--- src/ppwt_cfg.svh ---
`ifndef PPWT_CFG_SVH
`define PPWT_CFG_SVH

// Width of the measurement counter and its reload register.
`define PPWT_CNT_W        16

// Value the counter restarts from at each effective edge.
`define PPWT_CNT_ZERO     16'h0000

// Reset value of the captured measurement result.
`define PPWT_RELOAD_RST   16'h0000

// Count source select codes, high bit then low bit.
`define PPWT_SRC_UNDIV    2'h0
`define PPWT_SRC_DIV8     2'h1
`define PPWT_SRC_DIV32    2'h2
`define PPWT_SRC_SUB32    2'h3

// Effective edge select codes for the measurement input.
`define PPWT_MODE_FALL    2'h0
`define PPWT_MODE_RISE    2'h1
`define PPWT_MODE_WIDTH   2'h2

// Prescaler ratios for the divided count sources.
`define PPWT_DIV_FAST     8
`define PPWT_DIV_SLOW     32

`endif

--- src/ppwt_pkg.sv ---
package ppwt_pkg;

  // Measurement phase: waiting for the first edge, one edge seen, results valid.
  typedef enum logic [1:0] {
    PPWT_ARMED,
    PPWT_FIRST,
    PPWT_GOOD
  } ppwt_phase_e;

  // Two-bit selector used for source and edge mode.
  typedef logic [1:0] ppwt_sel_t;

endpackage

--- src/ppwt_prescaler.sv ---
`timescale 1ns/1ps
`include "ppwt_cfg.svh"

module ppwt_prescaler
  import ppwt_pkg::*;
#(
  parameter int DIV_FAST = `PPWT_DIV_FAST,
  parameter int DIV_SLOW = `PPWT_DIV_SLOW
) (
  // Clock and reset.
  input  wire logic      mclk,
  input  wire logic      rst_b,
  // Control.
  input  wire logic      run,
  input  wire ppwt_sel_t src_sel,
  input  wire logic      sub_tick,
  // Count enable pulse.
  output logic           tick
);

  localparam int FAST_W = $clog2(DIV_FAST);
  localparam int SLOW_W = $clog2(DIV_SLOW);

  // The fast tap is a low-bit slice of the slow counter, so both must be powers of two.
  if ((DIV_FAST < 2) || (DIV_SLOW <= DIV_FAST) || ((1 << FAST_W) != DIV_FAST) ||
      ((1 << SLOW_W) != DIV_SLOW)) begin : g_bad_div
    $error("ppwt_prescaler: divider ratios must be powers of two with fast below slow.");
  end

  logic [SLOW_W-1:0] main_cnt_r;  // Divides the system clock.
  logic [SLOW_W-1:0] sub_cnt_r;   // Divides the subclock ticks.

  // Named taps of the two dividers.
  wire main_fast_hit = &main_cnt_r[FAST_W-1:0];
  wire main_slow_hit = &main_cnt_r;
  wire sub_slow_hit  = sub_tick && (&sub_cnt_r);

  // Source multiplexer; a stopped timer sees no enable at all.
  wire tick_nxt = run && ((src_sel == `PPWT_SRC_UNDIV)  ||
                          ((src_sel == `PPWT_SRC_DIV8)  && main_fast_hit) ||
                          ((src_sel == `PPWT_SRC_DIV32) && main_slow_hit) ||
                          ((src_sel == `PPWT_SRC_SUB32) && sub_slow_hit));

  // The system divider restarts with the timer so the first period is a full one.
  always_ff @(posedge mclk or negedge rst_b) begin
    if (!rst_b) begin
      main_cnt_r <= '0;
    end else begin
      main_cnt_r <= run ? main_cnt_r + SLOW_W'(1) : '0;
    end
  end

  // The subclock divider free-runs because the subclock is not ours to gate.
  always_ff @(posedge mclk or negedge rst_b) begin
    if (!rst_b) begin
      sub_cnt_r <= '0;
    end else if (sub_tick) begin
      sub_cnt_r <= sub_cnt_r + SLOW_W'(1);
    end
  end

  // Registered enable keeps the selector glitch free for the counter.
  always_ff @(posedge mclk or negedge rst_b) begin
    if (!rst_b) begin
      tick <= 1'b0;
    end else begin
      tick <= tick_nxt;
    end
  end
endmodule // ppwt_prescaler

--- src/ppwt_timer.sv ---
`timescale 1ns/1ps
`include "ppwt_cfg.svh"

// Operation
// - Count source chosen from four clock rates
// - Edge captures count, restarts from zero
// - Counting only while count start is set
// - Edge raises request except the first one
// - Overflow raises request and sets flag
// - Mode write while running clears overflow flag
// - Timer read returns the captured result
// - Result undefined before the second edge
// - Timer writes are ignored in this mode
module ppwt_timer
  import ppwt_pkg::*;
#(
  parameter int CNT_W = `PPWT_CNT_W
) (
  // Clock and reset.
  input  wire logic             mclk,
  input  wire logic             rst_b,
  // Mode register contents and its write strobe.
  input  wire logic             count_start,
  input  wire logic             source_select_low,
  input  wire logic             source_select_high,
  input  wire ppwt_sel_t        edge_mode,
  input  wire logic             mode_reg_write,
  // Timer register write strobe.
  input  wire logic             timer_write,
  // Subclock enable pulse, one cycle per subclock period.
  input  wire logic             subclock_tick,
  // External pulse to be measured.
  input  wire logic             measure_pulse_input,
  // Results and status.
  output logic [CNT_W-1:0]      timer_rdata,
  output logic                  result_valid,
  output logic                  irq_req,
  output logic                  overflow_flag
);

  // The capture path and the counter share one width; tiny counters make no sense.
  if (CNT_W < 2) begin : g_bad_width
    $error("ppwt_timer: counter width must be at least two bits.");
  end

  logic [CNT_W-1:0] count_r;      // Live up-counter.
  logic [CNT_W-1:0] count_nxt;    // Its next value.
  logic [CNT_W-1:0] reload_r;     // Captured measurement result.
  logic [CNT_W-1:0] reload_nxt;   // Its next value.
  logic             sync_1_r;     // First synchroniser stage.
  logic             sync_2_r;     // Second synchroniser stage.
  logic             sync_3_r;     // Previous synchronised level for edge detect.
  ppwt_phase_e      phase_r;      // Measurement phase.
  ppwt_phase_e      phase_nxt;    // Its next value.
  logic             count_tick;   // Count enable from the prescaler.
  logic             irq_nxt;      // Next interrupt request pulse.
  logic             ovf_nxt;      // Next overflow flag.

  // Source selector assembled from the two select bits.
  wire ppwt_sel_t src_sel = {source_select_high, source_select_low};

  // Prescaler turns the chosen rate into a one-cycle enable.
  ppwt_prescaler #(
    .DIV_FAST (`PPWT_DIV_FAST),
    .DIV_SLOW (`PPWT_DIV_SLOW)
  ) u_prescaler (
    .mclk     (mclk),
    .rst_b    (rst_b),
    .run      (count_start),
    .src_sel  (src_sel),
    .sub_tick (subclock_tick),
    .tick     (count_tick)
  );

  // Two flops against metastability, a third to remember the previous level.
  always_ff @(posedge mclk or negedge rst_b) begin
    if (!rst_b) begin
      sync_1_r <= 1'b0;
      sync_2_r <= 1'b0;
      sync_3_r <= 1'b0;
    end else begin
      sync_1_r <= measure_pulse_input;
      sync_2_r <= sync_1_r;
      sync_3_r <= sync_2_r;
    end
  end

  // Edge detect looks only at the settled stages.
  wire rise_seen = sync_2_r && !sync_3_r;
  wire fall_seen = !sync_2_r && sync_3_r;

  // Width mode measures between any two edges; the spare code behaves the same.
  wire eff_edge = (edge_mode == `PPWT_MODE_FALL) ? fall_seen :
                  (edge_mode == `PPWT_MODE_RISE) ? rise_seen :
                  (rise_seen || fall_seen);

  // An edge wins over a count tick in the same cycle, so the restart is clean.
  wire capture  = count_start && eff_edge;
  wire advance  = count_start && count_tick && !capture;
  wire at_top   = &count_r;
  wire ovf_evt  = advance && at_top;
  wire ovf_clr  = mode_reg_write && count_start;

  // Counter and capture register next values; timer writes play no part.
  assign count_nxt  = capture ? `PPWT_CNT_ZERO :
                      advance ? count_r + CNT_W'(1) : count_r;
  assign reload_nxt = capture ? count_r : reload_r;

  // The first edge after a start only opens the measurement.
  assign irq_nxt = (capture && (phase_r != PPWT_ARMED)) || ovf_evt;

  // Setting the flag wins over a clear in the same cycle, so no overflow is lost.
  assign ovf_nxt = ovf_evt ? 1'b1 : (ovf_clr ? 1'b0 : overflow_flag);

  // Phase tracks how many edges were captured since counting started.
  always_comb begin
    phase_nxt = phase_r;
    if (!count_start) begin
      phase_nxt = PPWT_ARMED;
    end else if (capture) begin
      unique case (phase_r)
        PPWT_ARMED: begin
          phase_nxt = PPWT_FIRST;
        end
        PPWT_FIRST: begin
          phase_nxt = PPWT_GOOD;
        end
        PPWT_GOOD: begin
          phase_nxt = PPWT_GOOD;
        end
      endcase
    end
  end

  // Counter state; a stopped timer simply holds its count.
  always_ff @(posedge mclk or negedge rst_b) begin
    if (!rst_b) begin
      count_r  <= `PPWT_CNT_ZERO;
      reload_r <= `PPWT_RELOAD_RST;
      phase_r  <= PPWT_ARMED;
    end else begin
      count_r  <= count_nxt;
      reload_r <= reload_nxt;
      phase_r  <= phase_nxt;
    end
  end

  // Output flops; the read port mirrors the capture register, never the live count.
  always_ff @(posedge mclk or negedge rst_b) begin
    if (!rst_b) begin
      timer_rdata   <= `PPWT_RELOAD_RST;
      result_valid  <= 1'b0;
      irq_req       <= 1'b0;
      overflow_flag <= 1'b0;
    end else begin
      timer_rdata   <= reload_nxt;
      result_valid  <= (phase_nxt == PPWT_GOOD);
      irq_req       <= irq_nxt;
      overflow_flag <= ovf_nxt;
    end
  end
endmodule // ppwt_timer

--- config.mk ---
export PLATFORM = sky130hd
export DESIGN_NAME = ppwt_timer
export DESIGN_NICKNAME = d
export VERILOG_FILES = /design/src/ppwt_pkg.sv /design/src/ppwt_prescaler.sv /design/src/ppwt_timer.sv
export VERILOG_INCLUDE_DIRS = /design/src
export SDC_FILE = /design/constraint.sdc
export NUM_CORES = 1
export LEC_CHECK = 0
export BUFFER_PORTS_ARGS = -buffer_cell sky130_fd_sc_hd__buf_2
export CORE_UTILIZATION = 32
export CTS_CLUSTER_SIZE = 40
export DETAILED_ROUTE_END_ITERATION = 7
export PLACE_DENSITY = 0.5
export SLEW_MARGIN = 20
export SYNTH_ARGS = -nofsm -noshare
export SYNTH_HDL_FRONTEND = slang
export SYNTH_SLANG_ARGS = --single-unit
--- constraint.sdc ---
create_clock -name mclk -period 2.4 [get_ports mclk]
set_clock_uncertainty 0.15 [all_clocks]
set_input_delay 0.36 -clock mclk [delete_from_list [all_inputs] [get_ports mclk]]
set_output_delay 0.36 -clock mclk [all_outputs]
set_load 0.01 [all_outputs]
==> flow_summary.json <==
{
  "run_status": "finished, final reports clean",
  "clk_pin_slew_worst_paths_ns": 0.09,
  "final_net_count": 242,
  "core_um2": 6794,
  "max_slew_margin": 0.6380,
  "multi_input_area_um2": 920.9,
  "drt-pass1-iter-count": 4,
  "cp.arrival_ns": 1.95,
  "cp_cell_sequence": "ha_1, mux2_1, o211ai_2, buf_12, mux2_1",
  "startpoint_type": "register",
  "drt_iter0_drc": 68,
  "pwr-share-comb": 0.115,
  "htree_levels": 2,
  "die_height_um": 85.87,
  "cts_resized": 0,
  "die_x_um": 85.87,
  "dp_hpwl_um": 2670,
  "ys.flop_type": "dfrtp_1",
  "p_per_area_nw_per_um2": 650.0,
  "cts_tree": "built",
  "synthDominantCellAreaShare": 0.5670,
  "synth_cells": 190,
  "globalRouteOverflowTotal": 0,
  "cts_sinks": 51,
  "rsz0062_at_grt": "false",
  "synth_area_um2": 2251,
  "drive_gt1_frac": 0.1883,
  "p_leak_nw": 1.322,
  "grt_max_degree": 30,
  "required_ns": 2.43,
  "grt_pass1_wl_um": 7176,
  "p_sw_uw": 419.1,
  "endpoint_kind": "register",
  "setup_viol": 0,
  "synth_edf_count": 0,
  "p_int_mw": 1.292,
  "grt_usage": 0.1252,
  "cp_top_family": "multiplexers",
  "tightest_slew_ns": 0.5430,
  "register_area_um2": 1276,
  "hold_viol": 0,
  "period_needed_ns": 1.916,
  "clockBufferDepth": 2,
  "maxCapViolations": 0,
  "vias_per_cell": 4.652,
  "ir_drop_uv": 427.1,
  "synth.distinct_cells": 32,
  "initial_utilization": 0.3313,
  "vias": 1484,
  "drc": 0,
  "cp_common_cell": "mux2_1",
  "hp-class": "primary input to register",
  "fin_util": 0.3875,
  "rows": 30,
  "critical-path-max-stage-delay_ns": 0.40,
  "nFillCells": 668,
  "io_pins": 30,
  "grt_pass1_vias": 1487,
  "seq_power_share": 0.572,
  "areaGrowthSynthToFinish_pct": 16.95,
  "clock.fmax_mhz": 521.8,
  "async_flop_share": 1.000,
  "antenna_left": 0,
  "worst_skew_pair.late_latency_ns": 0.30,
  "slowest_stage": "dfrtp_1",
  "routed_wl_um": 3929,
  "worstPathMaxFanout": 22,
  "gp_congestion": 0.7429,
  "slew_viol_final": 0,
  "antenna_found_initial": 0,
  "critPathKind": "register to register",
  "tns_ns": 0,
  "portBuffers": 28,
  "syn_area_per_cell_um2": 11.85,
  "numCtsBuffers": 5,
  "synth.net_count": 210,
  "swShare": 0.2449,
  "dp_slack_ns": 0.4752,
  "synth_area_leader_cell": "dfrtp_1",
  "diodes": 0,
  "cts_root_buf": "clkbuf_8",
  "die-area_um2": 7374,
  "wl_per_cell_um": 12.32,
  "fin_ws_ns": 0.4836,
  "p_clk_frac": 0.313,
  "period_share": 0.7985,
  "synth-seq-cells": 51,
  "synth.area.top_cells": "dfrtp_1 57%, mux2_1 8.5%, ha_1 5.0%",
  "synth_warnings": 0,
  "ys_seq_area_frac": 0.5670,
  "worst-path-buf-inv": 1
}
state kept, by name, indices dropped and copies added, names as in the netlist, 2 cells and up:
name                    flops
u_prescaler.sub_cnt_r       5
u_prescaler.main_cnt_r      5
timer_rdata                16
phase_r                     2
count_r                    16
per-stage QoR:
step	instance area, um2	hold slack (ns)	std cells	total power, mW
finish	2633	0.09666	319	1.711
global route	2633	0.08647	319	1.820
CTS	2623	0.001638	318	1.741
detailed placement	2512	0.1847	309	1.194
global placement	2512	0.1843	309	1.192
floorplan	2251	-0.08559	190	1.122
metal layers:
metal / wire length (um) / GRT usage / share of wire / vias up
li1: - / - / - / 726
met4: 53 / 0.04091 / 0.013 / 0
met5: 0 / 0 / 0 / -
met1: 1919 / 0.1580 / 0.49 / 728
met2: 1818 / 0.2035 / 0.46 / 23
met3: 137 / 0.04042 / 0.035 / 7
worst paths after layout:
check                                   start                                  end  slack, ns  depth (start not counted)
max                        sync_2_r$_DFF_PN0_           timer_rdata[5]$_DFFE_PN0N_       0.48                          5
max in group asynchronous               rst_b  u_prescaler.main_cnt_r[3]$_DFF_PN0_       1.14                          3
max reg2reg                sync_2_r$_DFF_PN0_           timer_rdata[5]$_DFFE_PN0N_       0.48                          5
min                        source_select_high           u_prescaler.tick$_DFF_PN0_        0.1                          2
min in group asynchronous               rst_b          timer_rdata[11]$_DFFE_PN0N_       0.42                          2
min reg2reg                sync_1_r$_DFF_PN0_                   sync_2_r$_DFF_PN0_       0.20                          0
cell usage in the layout, fill, tap and decap left out, types with 3 or more instances in the layout:
master,synthesis,layout
or3_1,3,3
nand4_1,9,9
a21oi_1,5,5
nor3_1,5,5
mux2_1,17,17
xnor2_1,8,8
o21ai_0,4,4
buf_2,0,28
nor2_1,12,12
nand3_1,9,9
inv_1,4,4
dfrtp_1,51,51
and3_1,3,3
and2_1,5,5
nand2_1,14,14
xor2_1,7,7
clkbuf_8,0,7
ha_1,9,9
synthesized netlist by cell type, drive strengths merged (4+ instances only):
| master | n |
|---|---|
| nor3 | 5 |
| ha | 9 |
| clkbuf | 4 |
| xor2 | 7 |
| o21ai | 5 |
| and2 | 5 |
| nand3 | 9 |
| a21oi | 5 |
| nor2 | 12 |
| nand4 | 9 |
| xnor2 | 8 |
| dfrtp | 51 |
| mux2 | 19 |
| nand2 | 15 |
| inv | 4 |
power groups by stage:
stage,sequential [mW],combinational (mW),clock (mW)
4_1_cts,0.979,0.201,0.561
2_1_floorplan,0.990,0.132,0
3_5_place_dp,0.995,0.199,0
6_report,0.978,0.197,0.536
5_1_grt,0.990,0.233,0.597
3_3_place_gp,0.995,0.197,0
area by class of cell:
type | count | area share
flip-flops and latches | 51 | 0.4848
repair buffers | 32 | 0.07605
inverters | 4 | 0.005703
clock buffers | 8 | 0.03802
well taps | 96 | 0.04563
multi-input cells | 128 | 0.3498
cells by family (layout without fill, tap and decap cells):
| logic type | after synthesis | in the layout | share of synthesized area |
|---|---|---|---|
| AO/OA/AOI/OAI | 13 | 13 | 0.03502 |
| XOR/XNOR | 15 | 15 | 0.05837 |
| adder cells (fa/ha/maj) | 9 | 9 | 0.05003 |
| buffers and inverters | 11 | 44 | 0.02390 |
| flip-flops | 51 | 51 | 0.5670 |
| multiplexers | 21 | 21 | 0.1039 |
| AND/OR/NAND/NOR | 70 | 70 | 0.1618 |
timing repair:
item                      in CTS  in global routing
hold endpoints to repair      22                  1
hold buffers                   1                  1
buffers inserted               0                  0
Note: power is estimated with default switching activity, not from simulation.
